--- src/hdl/pp_skip_consts.vh ---
`ifndef PP_SKIP_CONSTS_VH
`define PP_SKIP_CONSTS_VH
// Waveform mode encodings on mode_i
`define MODE_OFF 3'h0
`define MODE_PUSH_PULL 3'h1
`define MODE_PP_COMPL 3'h2
`define MODE_PP_BRIDGE4 3'h3
`define MODE_PP_BRIDGE6 3'h4
`define MODE_PULSE_SKIP 3'h5
// Output bit positions in the six-bit output vector
`define OUT_A 0
`define OUT_B 1
`define OUT_C 2
`define OUT_D 3
`define OUT_E 4
`define OUT_F 5
// Reset values and dead-band counter width
`define DB_CNT_RESET 8'h00
`define OUT_RESET 6'h00
`define DB_WIDTH 8
`endif

--- src/hdl/dead_band_timer.v ---
`timescale 1ns/1ps
// Counts one dead-band interval; busy_o is high while it runs.
module dead_band_timer #(
  parameter WIDTH = 8
) (
  input wire clock_i,
  input wire rst_i,
  input wire start_i,
  input wire [WIDTH-1:0] length_i,
  output wire busy_o,
  output wire done_o
);
  reg [WIDTH-1:0] count_q;
  reg busy_q;
  wire expire;
  assign expire = busy_q && (count_q == {WIDTH{1'b0}});
  assign busy_o = busy_q;
  assign done_o = expire;
  always @(posedge clock_i or posedge rst_i)
  begin
    if (rst_i)
    begin
      count_q <= {WIDTH{1'b0}};
      busy_q <= 1'b0;
    end
    else if (start_i)
    begin
      // A new event restarts the interval; zero length still costs one cycle
      count_q <= (length_i == {WIDTH{1'b0}}) ? {WIDTH{1'b0}} :
        length_i - {{(WIDTH-1){1'b0}}, 1'b1};
      busy_q <= 1'b1;
    end
    else if (expire)
      busy_q <= 1'b0;
    else if (busy_q)
      count_q <= count_q - {{(WIDTH-1){1'b0}}, 1'b1};
  end
endmodule

--- src/hdl/push_pull_pulse_skip.v ---
`timescale 1ns/1ps
`include "pp_skip_consts.vh"
module push_pull_pulse_skip #(
  parameter DB_WIDTH = `DB_WIDTH
) (
  input wire clock_i,
  input wire rst_i,
  input wire enable_i,
  input wire [2:0] mode_i,
  input wire period_event_i,
  input wire rise_event_i,
  input wire fall_event_i,
  input wire rise_source_i,
  input wire db_rise_en_i,
  input wire db_fall_en_i,
  input wire [DB_WIDTH-1:0] db_rise_len_i,
  input wire [DB_WIDTH-1:0] db_fall_len_i,
  input wire [5:0] polarity_i,
  output wire pwm_out_a_o,
  output wire pwm_out_b_o,
  output wire pwm_out_c_o,
  output wire pwm_out_d_o,
  output wire pwm_out_e_o,
  output wire pwm_out_f_o,
  output wire odd_period_o
);
  // Dead-band sequencer states
  localparam ST_IDLE = 3'b001;
  localparam ST_DB_RISE = 3'b010;
  localparam ST_DB_FALL = 3'b100;

  // Asynchronous source is synchronised before use
  reg src_meta_q;
  reg src_sync_q;
  reg [5:0] out_q;
  reg [5:0] pin_q;
  reg [5:0] out_d;
  reg odd_q;
  reg odd_d;
  reg was_en_q;
  reg qualified_q;
  reg qualified_d;
  reg [2:0] state_q;
  reg [2:0] state_d;
  reg pend_even_q;
  reg pend_even_d;
  reg db_start;
  reg [DB_WIDTH-1:0] db_len;
  wire db_done;
  wire compl_mode;
  wire [5:0] prim_even;
  wire [5:0] prim_odd;

  assign compl_mode = (mode_i == `MODE_PP_COMPL) ||
    (mode_i == `MODE_PP_BRIDGE6);
  // Primary outputs per parity; six-output copies onto C and D
  assign prim_odd = (mode_i == `MODE_PP_BRIDGE6) ? 6'h05 : 6'h01;
  assign prim_even = (mode_i == `MODE_PP_BRIDGE6) ? 6'h0a : 6'h02;

  always @(posedge clock_i or posedge rst_i)
  begin
    if (rst_i)
    begin
      src_meta_q <= 1'b0;
      src_sync_q <= 1'b0;
    end
    else
    begin
      src_meta_q <= rise_source_i;
      src_sync_q <= src_meta_q;
    end
  end

  dead_band_timer #(
    .WIDTH(DB_WIDTH)
  ) db_timer (
    .clock_i(clock_i),
    .rst_i(rst_i),
    .start_i(db_start),
    .length_i(db_len),
    .busy_o(),
    .done_o(db_done)
  );

  always @*
  begin
    out_d = out_q;
    odd_d = odd_q;
    qualified_d = qualified_q;
    state_d = state_q;
    pend_even_d = pend_even_q;
    db_start = 1'b0;
    db_len = db_rise_len_i;
    if (!enable_i || !was_en_q)
    begin
      out_d = `OUT_RESET;
      odd_d = 1'b0;
      qualified_d = 1'b0;
      state_d = ST_IDLE;
    end
    else
    begin
      // Period event flips parity; first period after enable is odd
      if (period_event_i)
      begin
        odd_d = ~odd_q;
        qualified_d = src_sync_q;
      end
      case (state_q)
        ST_DB_RISE:
        begin
          if (db_done)
          begin
            // Pending primary goes active only after expiry
            out_d = out_q | (pend_even_q ? prim_even : prim_odd);
            state_d = ST_IDLE;
          end
        end
        ST_DB_FALL:
        begin
          if (db_done)
          begin
            // Only the pending complement rises; the other leg keeps its level
            if (pend_even_q)
              out_d[`OUT_F] = 1'b1;
            else
              out_d[`OUT_E] = 1'b1;
            state_d = ST_IDLE;
          end
        end
        default:
          state_d = ST_IDLE;
      endcase
      // Events follow the parity in force at this cycle
      if (mode_i == `MODE_PUSH_PULL || mode_i == `MODE_PP_BRIDGE4)
      begin
        if (rise_event_i)
          out_d = out_q | (odd_q ? 6'h05 : 6'h0a);
        else if (fall_event_i)
          out_d = out_q & ~(odd_q ? 6'h05 : 6'h0a);
        if (mode_i == `MODE_PUSH_PULL)
          out_d = out_d & 6'h03;
        else
          out_d = out_d & 6'h0f;
      end
      else if (compl_mode)
      begin
        if (rise_event_i)
        begin
          out_d[`OUT_E] = odd_q ? 1'b0 : out_q[`OUT_E];
          out_d[`OUT_F] = odd_q ? out_q[`OUT_F] : 1'b0;
          pend_even_d = ~odd_q;
          if (db_rise_en_i)
          begin
            db_start = 1'b1;
            db_len = db_rise_len_i;
            state_d = ST_DB_RISE;
          end
          else
          begin
            out_d = out_d | (odd_q ? prim_odd : prim_even);
            state_d = ST_IDLE;
          end
        end
        else if (fall_event_i)
        begin
          out_d = out_q & ~(odd_q ? prim_odd : prim_even);
          pend_even_d = ~odd_q;
          if (db_fall_en_i)
          begin
            db_start = 1'b1;
            db_len = db_fall_len_i;
            state_d = ST_DB_FALL;
          end
          else
          begin
            out_d[`OUT_E] = odd_q ? 1'b1 : out_d[`OUT_E];
            out_d[`OUT_F] = odd_q ? out_d[`OUT_F] : 1'b1;
            state_d = ST_IDLE;
          end
        end
        if (mode_i == `MODE_PP_COMPL)
          out_d = out_d & 6'h33;
      end
      else if (mode_i == `MODE_PULSE_SKIP)
      begin
        if (rise_event_i && qualified_q)
        begin
          out_d[`OUT_A] = 1'b1;
          // A coinciding period event qualifies the next pulse afresh
          qualified_d = period_event_i ? src_sync_q : 1'b0;
        end
        if (fall_event_i)
          out_d[`OUT_A] = 1'b0;
        out_d = out_d & 6'h01;
        state_d = ST_IDLE;
      end
      else
      begin
        out_d = `OUT_RESET;
        state_d = ST_IDLE;
      end
    end
  end

  always @(posedge clock_i or posedge rst_i)
  begin
    if (rst_i)
    begin
      out_q <= `OUT_RESET;
      pin_q <= 6'h00;
      odd_q <= 1'b0;
      was_en_q <= 1'b0;
      qualified_q <= 1'b0;
      state_q <= ST_IDLE;
      pend_even_q <= 1'b0;
    end
    else
    begin
      out_q <= out_d;
      // Pins register polarity so a level change never glitches
      pin_q <= out_d ^ polarity_i;
      odd_q <= odd_d;
      was_en_q <= enable_i;
      qualified_q <= qualified_d;
      state_q <= state_d;
      pend_even_q <= pend_even_d;
    end
  end

  assign pwm_out_a_o = pin_q[`OUT_A];
  assign pwm_out_b_o = pin_q[`OUT_B];
  assign pwm_out_c_o = pin_q[`OUT_C];
  assign pwm_out_d_o = pin_q[`OUT_D];
  assign pwm_out_e_o = pin_q[`OUT_E];
  assign pwm_out_f_o = pin_q[`OUT_F];
  assign odd_period_o = odd_q;
endmodule

--- config.mk ---
export PLATFORM = sky130hd
export DESIGN_NAME = push_pull_pulse_skip
export DESIGN_NICKNAME = d
export VERILOG_FILES = /design/src/hdl/dead_band_timer.v /design/src/hdl/push_pull_pulse_skip.v
export VERILOG_INCLUDE_DIRS = /design/src /design/src/hdl
export SDC_FILE = /design/constraint.sdc
export NUM_CORES = 1
export LEC_CHECK = 0
export BUFFER_PORTS_ARGS = -buffer_cell sky130_fd_sc_hd__buf_4
export CELL_PAD_IN_SITES_DETAIL_PLACEMENT = 1
export CELL_PAD_IN_SITES_GLOBAL_PLACEMENT = 2
export CORE_ASPECT_RATIO = 0.6
export CORE_UTILIZATION = 34
export CTS_BUF_LIST = sky130_fd_sc_hd__clkbuf_2 sky130_fd_sc_hd__clkbuf_4 sky130_fd_sc_hd__clkbuf_8
export DETAILED_ROUTE_END_ITERATION = 10
export GPL_TIMING_DRIVEN = 0
export PLACE_DENSITY = 0.84
export SETUP_SLACK_MARGIN = 0.5
export SYNTH_ARGS = -nofsm -noshare
export SYNTH_HDL_FRONTEND = slang
export SYNTH_SLANG_ARGS = --single-unit
--- constraint.sdc ---
create_clock -name clock_i -period 2.9 [get_ports clock_i]
set_input_delay 0.29 -clock clock_i [delete_from_list [all_inputs] [get_ports clock_i]]
set_output_delay 0.29 -clock clock_i [all_outputs]
set_load 0.02 [all_outputs]
==> run summary, run 1 <==
fill count: 648
highest ir drop seen on vdd: 0.215 mV
register area: 752 sq um
Pleak: 1.16 nW
n_diodes: 0
Pwr Density: 541 nW/um^2
number of H-tree levels: 2
crit path max fanout: 6
worst skew pair latency: 0.29 ns
Reg2Reg Depth: 10
Die Ht: 61.4 um
YS warnings: 0
Tmin final: 2.30 ns
CTS tree: done
Core Box Area: 5620 sq um
layout cells sized above 1: 32.8%
# clock sinks: 30
initial core utilization: 35.5%
vias in the first global route: 1814
routed length per placed instance: 17.6 um
Tot GR Track Use: 21.7%
slew at the pin with the worst max-slew slack: 0.682 ns
DRT Wirelength: 6470 um
first-pass GRT wire length: 9800 um
nets: 324
GPL Wtd Cong: 0.812
placed inst area: 2400 sq um
Final Hold Vio Count: 0
Hold WC Path Type: in2reg
Rows: 21
Synth Instances: 222
Finished Cell Area: 2820 sq um
pin count of the biggest net entering global routing: 31
Fin Clk Skew: 0.00954 ns
hpwl dp: 4660 um
multi-input combinational cell area: 1330 sq um
drt drc: 0
Post-synth ARST share: 100%
hold wc startpoint: rise_source_i
Hold Crit Depth: 1
Crit path required time: 3.11 ns
CTS max path bufs: 2
syn nets: 260
worst endpoint data arrival time: 2.51 ns
Setup Crit Path Kind: in2reg
max-slew violation count: 0
die area: 6190 sq um
Ports: 41
status: finished, final reports clean
Initial DRC Count: 112
Vias/cell: 5.25
final worst path period share: 79.3%
RSZ-0062 raised after global routing: yes
FF+latch count, synth: 30
fmax: 0.435 GHz
die width: 101 um
clock-pin slew on the worst setup and hold paths: 0.07 ns
Syn Area/Cell: 9.00 sq um
WHS Endpoint: src_meta_q
register area share after synthesis: 37.7%
Critical R2R Launch: was_en_q
Design Power: 1.52 mW
Final ANT Viol Nets: 0
max-cap viol count: 0
Post-Route Setup TNS: 0 ns
total grt overflow: 0
DR vias: 1928
I/O Buffers: 39
worst rel slew slack: 54.4%
main flop type after synthesis: dfrtp_1
R2R setup slack: 0.62 ns
EDFF count, synth: 0
antenna violations before repair: 0
cts bufs inserted: 5
r2r endpoint: db_timer.count_q[6]
post-synth design cell area: 2000 sq um
total iterations of the first detailed-routing run: 4
final setup fails: 0
crit path launch type: primary input
root buf cell: clkbuf_8
Netlist cell types: 46
crit path capture type: flip-flop
Area Growth Syn to Fin: 41.0%
[state kept, by name, summed over array words and instances (netlist names)]
name              cells
db_timer.busy_o       1
db_timer.count_q      8
odd_period_o          1
out_q                 6
src_meta_q            1
was_en_q              1
state_q               3
src_sync_q            1
pend_even_q           1
pin_q                 6
qualified_q           1
[area by class of cell]
type | count | area share, %
Timing Repair Buffer | 57 | 16.1
Multi-Input combinational cell | 178 | 47.0
Buffer | 6 | 1.47
Sequential cell | 30 | 26.7
Clock buffer | 7 | 2.98
Tap cell | 80 | 3.55
Clock inverter | 1 | 1.07
Inverter | 8 | 1.07
[power by group]
| group | switching [mW] | internal (mW) | total, mW |
|---|---|---|---|
| sequential | 0.0970 | 0.494 | 0.591 |
| combinational | 0.250 | 0.233 | 0.484 |
| clock | 0.173 | 0.276 | 0.449 |
[routing by layer]
metal	wire, um	track usage (%)
met4	51	5.38
met1	3460	35.4
met5	0	0
met2	2510	27.9
met3	441	4.54
[worst max-delay path: stages]
cell,delay [ns]
buf_4,0.09
buf_8,0.10
nand3b_1,0.16
nor4_4,0.34
buf_6,0.18
mux2i_4,0.29
ha_4,0.19
nand2b_4,0.07
nor4_4,0.28
xor2_1,0.22
mux2i_1,0.13
o22ai_1,0.17
[cell usage in the layout, fill, tap and decap left out, types with 2 or more instances in the layout]
| cell | instances |
|---|---|
| mux2i_1 | 5 |
| clkbuf_1 | 4 |
| o22ai_1 | 7 |
| ha_1 | 2 |
| a211oi_1 | 2 |
| nand2_1 | 16 |
| nor2b_1 | 2 |
| a31oi_1 | 2 |
| and3b_1 | 2 |
| xnor2_1 | 13 |
| nor3b_1 | 2 |
| nand3_1 | 6 |
| a21boi_0 | 2 |
| nor4_4 | 2 |
| o21bai_1 | 2 |
| clkbuf_8 | 5 |
| mux2i_4 | 2 |
| dfrtp_1 | 29 |
| nor2_1 | 15 |
| nand2b_1 | 9 |
| a21oi_1 | 12 |
| buf_4 | 54 |
| or3b_2 | 3 |
| o21ai_0 | 9 |
| a221oi_1 | 2 |
| buf_6 | 2 |
| nand4_1 | 2 |
| nor4_1 | 7 |
| xor2_1 | 11 |
| nor3_1 | 14 |
| clkbuf_4 | 2 |
| inv_1 | 7 |
[stage by stage]
stage / util, % / hold slack [ns] / std cells / worst slack, ns
after floorplan: - / 0.321 / 222 / 0.524
after global placement: 42.8 / 0.356 / 341 / -0.251
after detailed placement: 42.8 / 0.338 / 341 / -0.230
after CTS: 46.3 / 0.101 / 353 / 0.525
after global routing: 50.1 / 0.0958 / 367 / 0.463
final: 50.1 / 0.108 / 367 / 0.600
[repair_timing]
item	4_1_cts	5_1_grt
hold buffers	0	1
endpoints found under the hold margin	0	5
gates resized for setup	12	18
setup endpoints to repair	11	14
setup buffers	4	12
pin swaps	2	10
[Yosys cell counts, types with 2 or more instances]
cell type,instances,area [sq um]
nor4_1,9,56.3
nor2b_1,2,12.5
nand2b_1,10,62.6
a2111oi_2,2,30.0
or3b_2,4,35.0
inv_1,8,30.0
ha_1,4,50.1
xnor2_1,13,114
a21oi_1,12,60.1
o22ai_1,7,43.8
a31oi_1,2,12.5
xor2_1,11,96.3
nor2_1,15,56.3
nor3_1,14,70.1
nand2_1,18,67.6
nor3b_1,3,22.5
o21bai_1,2,15.0
nand3_1,6,30.0
clkbuf_1,5,18.8
dfrtp_1,29,726
o21ai_0,9,45.0
a211oi_1,2,15.0
a221oi_1,2,17.5
nand4_1,2,12.5
a21boi_0,2,15.0
and3b_1,2,17.5
mux2i_1,8,80.1
[logic make-up (layout without fill, tap and decap cells)]
family / Yosys count / in the layout / synth area share [%]
and+or+nand+nor: 94 / 94 / 26.3
buffers and inverters: 14 / 79 / 2.69
xor gates and xnor gates: 24 / 24 / 10.5
adders and majority gates: 4 / 4 / 2.51
muxes: 9 / 9 / 4.57
AOI/OAI and AO/OA: 47 / 47 / 15.7
DFF: 30 / 30 / 37.7
[worst max-delay path by stage]
stage | start | end | slack (ns)
3_5_place_dp | fall_event_i | db_timer.count_q[6] | -0.23
4_1_cts | was_en_q | db_timer.count_q[4] | 0.52
2_1_floorplan | fall_event_i | db_timer.count_q[4] | 0.52
6_report | fall_event_i | db_timer.count_q[6] | 0.60
3_3_place_gp | fall_event_i | db_timer.count_q[6] | -0.25
5_1_grt | was_en_q | db_timer.count_q[6] | 0.46
(Power assumes the default switching activity.)
==> inputs of run 2 (changes only) <==
- clock period: 2.9 -> 2.3 ns (I/O delays scaled with it)
==> run 2 against run 1 <==
Effect of this change:
- register-to-register slack worse by 0.55 ns
- count of clock-buffer cells in the layout up 1
- final area up 5.4%
- largest power group is now combinational logic
- sequential share of layout area down 1.3 points
- critical path depth down 6
- critical path type is now reg2reg
- combinational power up 59%
==> run summary, run 2 (synthesis results as in run 1) <==
status: finished, final reports clean
Area Growth Syn to Fin: 48.7%
GPL Wtd Cong: 0.839
Die Ht: 61.4 um
first-pass GRT wire length: 10400 um
Tmin final: 2.23 ns
Vias/cell: 5.26
max-cap viol count: 0
drt drc: 0
clock-pin slew on the worst setup and hold paths: 0.07 ns
worst endpoint data arrival time: 2.45 ns
number of H-tree levels: 2
worst skew pair latency: 0.30 ns
Layout Cells excl Fill: 371
nets: 328
Pleak: 1.20 nW
Fin Clk Skew: 0.00642 ns
flip-flop count of the largest register after layout: 8
I/O Buffers: 39
R2R setup slack: 0.07 ns
placed inst area: 2500 sq um
crit path capture type: flip-flop
CTS max path bufs: 2
initial core utilization: 35.5%
slew at the pin with the worst max-slew slack: 1.20 ns
Critical Path Start: db_timer.count_q[4]
vias in the first global route: 1899
Finished Cell Area: 2970 sq um
Final ANT Viol Nets: 0
Pwr Density: 686 nW/um^2
final worst path period share: 96.9%
CTS tree: done
post-layout util: 52.8%
Critical R2R Launch: db_timer.count_q[4]
# hold bufs at CTS: 0
DRT Wirelength: 6690 um
Rows: 21
total grt overflow: 0
cts bufs inserted: 5
Crit path required time: 2.52 ns
Initial DRC Count: 149
highest ir drop seen on vdd: 0.265 mV
most frequent cells in the layout: buf_4, dfrtp_1, nand2_1, nor2_1, xnor2_1
hpwl dp: 4820 um
max-slew violation count: 0
final setup fails: 0
total iterations of the first detailed-routing run: 4
layout cells sized above 1: 39.9%
most common cell after layout, fill and taps aside: buf_4
fmax: 0.449 GHz
Hold WC Path Type: in2reg
fill count: 651
r2r endpoint: pin_q[2]
Core Box Area: 5620 sq um
die width: 101 um
Setup Crit Path Kind: reg2reg
Reg with most FFs: db_timer.count_q
hold wc startpoint: rise_source_i
routed length per placed instance: 18.0 um
n_diodes: 0
crit path launch type: flip-flop
Reg2Reg Depth: 6
top flop regs: db_timer.count_q: 8 flops, out_q: 6 flops, pin_q: 6 flops
RSZ-0062 raised after global routing: yes
die area: 6190 sq um
Tot GR Track Use: 23.4%
antenna violations before repair: 0
# clock sinks: 30
crit path max fanout: 5
DR vias: 1951
root buf cell: clkbuf_8
worst setup path end: pin_q[2]
pin count of the biggest net entering global routing: 31
worst rel slew slack: 19.9%
Final Hold Vio Count: 0
placed insts: 341
Ports: 41
hold slack: 0.0324 ns
-- run 2: how the worst min path moves through the flow --
| stage | endpoint | slack, ns | cells past startpoint |
|---|---|---|---|
| after detailed placement | src_meta_q | 0.34 | 1 |
| final | src_meta_q | 0.03 | 1 |
| after CTS | src_meta_q | 0.03 | 1 |
| after floorplan | src_meta_q | 0.26 | 0 |
| after global routing | src_meta_q | 0.04 | 1 |
| after global placement | src_meta_q | 0.34 | 1 |
-- run 2: what timing repair did --
| item | in CTS | in global routing |
|---|---|---|
| gates resized for setup | 35 | 4 |
| buffers inserted | 16 | 6 |
| endpoints found under the setup margin | 23 | 23 |
| pin swaps | 18 | 13 |
-- run 2: power breakdown --
| part | internal, mW | leakage [nW] | total, mW | switching [mW] |
|---|---|---|---|---|
| logic | 0.391 | 0.781 | 0.769 | 0.378 |
| clock network | 0.302 | 0.0575 | 0.530 | 0.227 |
| registers | 0.625 | 0.367 | 0.738 | 0.113 |
-- run 2: stage by stage --
stage | worst slack, ns | TNS (ns) | power (mW)
final | 0.0717 | 0 | 2.04
after CTS | 0.0351 | 0 | 1.96
after global routing | -0.0289 | -0.0910 | 2.14
after detailed placement | -0.511 | -3.11 | 1.32
after global placement | -0.476 | -2.60 | 1.30
after floorplan | 0.125 | 0 | 1.12
-- run 2: layer usage --
layer / track usage, % / vias up / wire, um
li1: - / 942 / -
met1: 37.3 / 953 / 3640
met2: 30.4 / 48 / 2570
met3: 4.88 / 8 / 402
met4: 8.07 / 0 / 79
met5: 0 / - / 0
-- run 2: final cells by class --
type / count / area (sq um) / area share [%]
buffer: 6 / 52.6 / 1.77
clock buffer: 8 / 110 / 3.71
inverter: 8 / 30.0 / 1.01
multi-input combinational: 178 / 1450 / 48.8
sequential: 30 / 753 / 25.4
tap: 80 / 100 / 3.37
timing repair buffer: 61 / 473 / 15.9
-- run 2: critical path, stage by stage (launching register included) --
cell and delay (ns):
dfrtp_1 0.45, or4b_4 0.58, nor3_4 0.34, buf_4 0.19, nand3_4 0.09, a2111oi_4 0.34, xor2_1 0.17
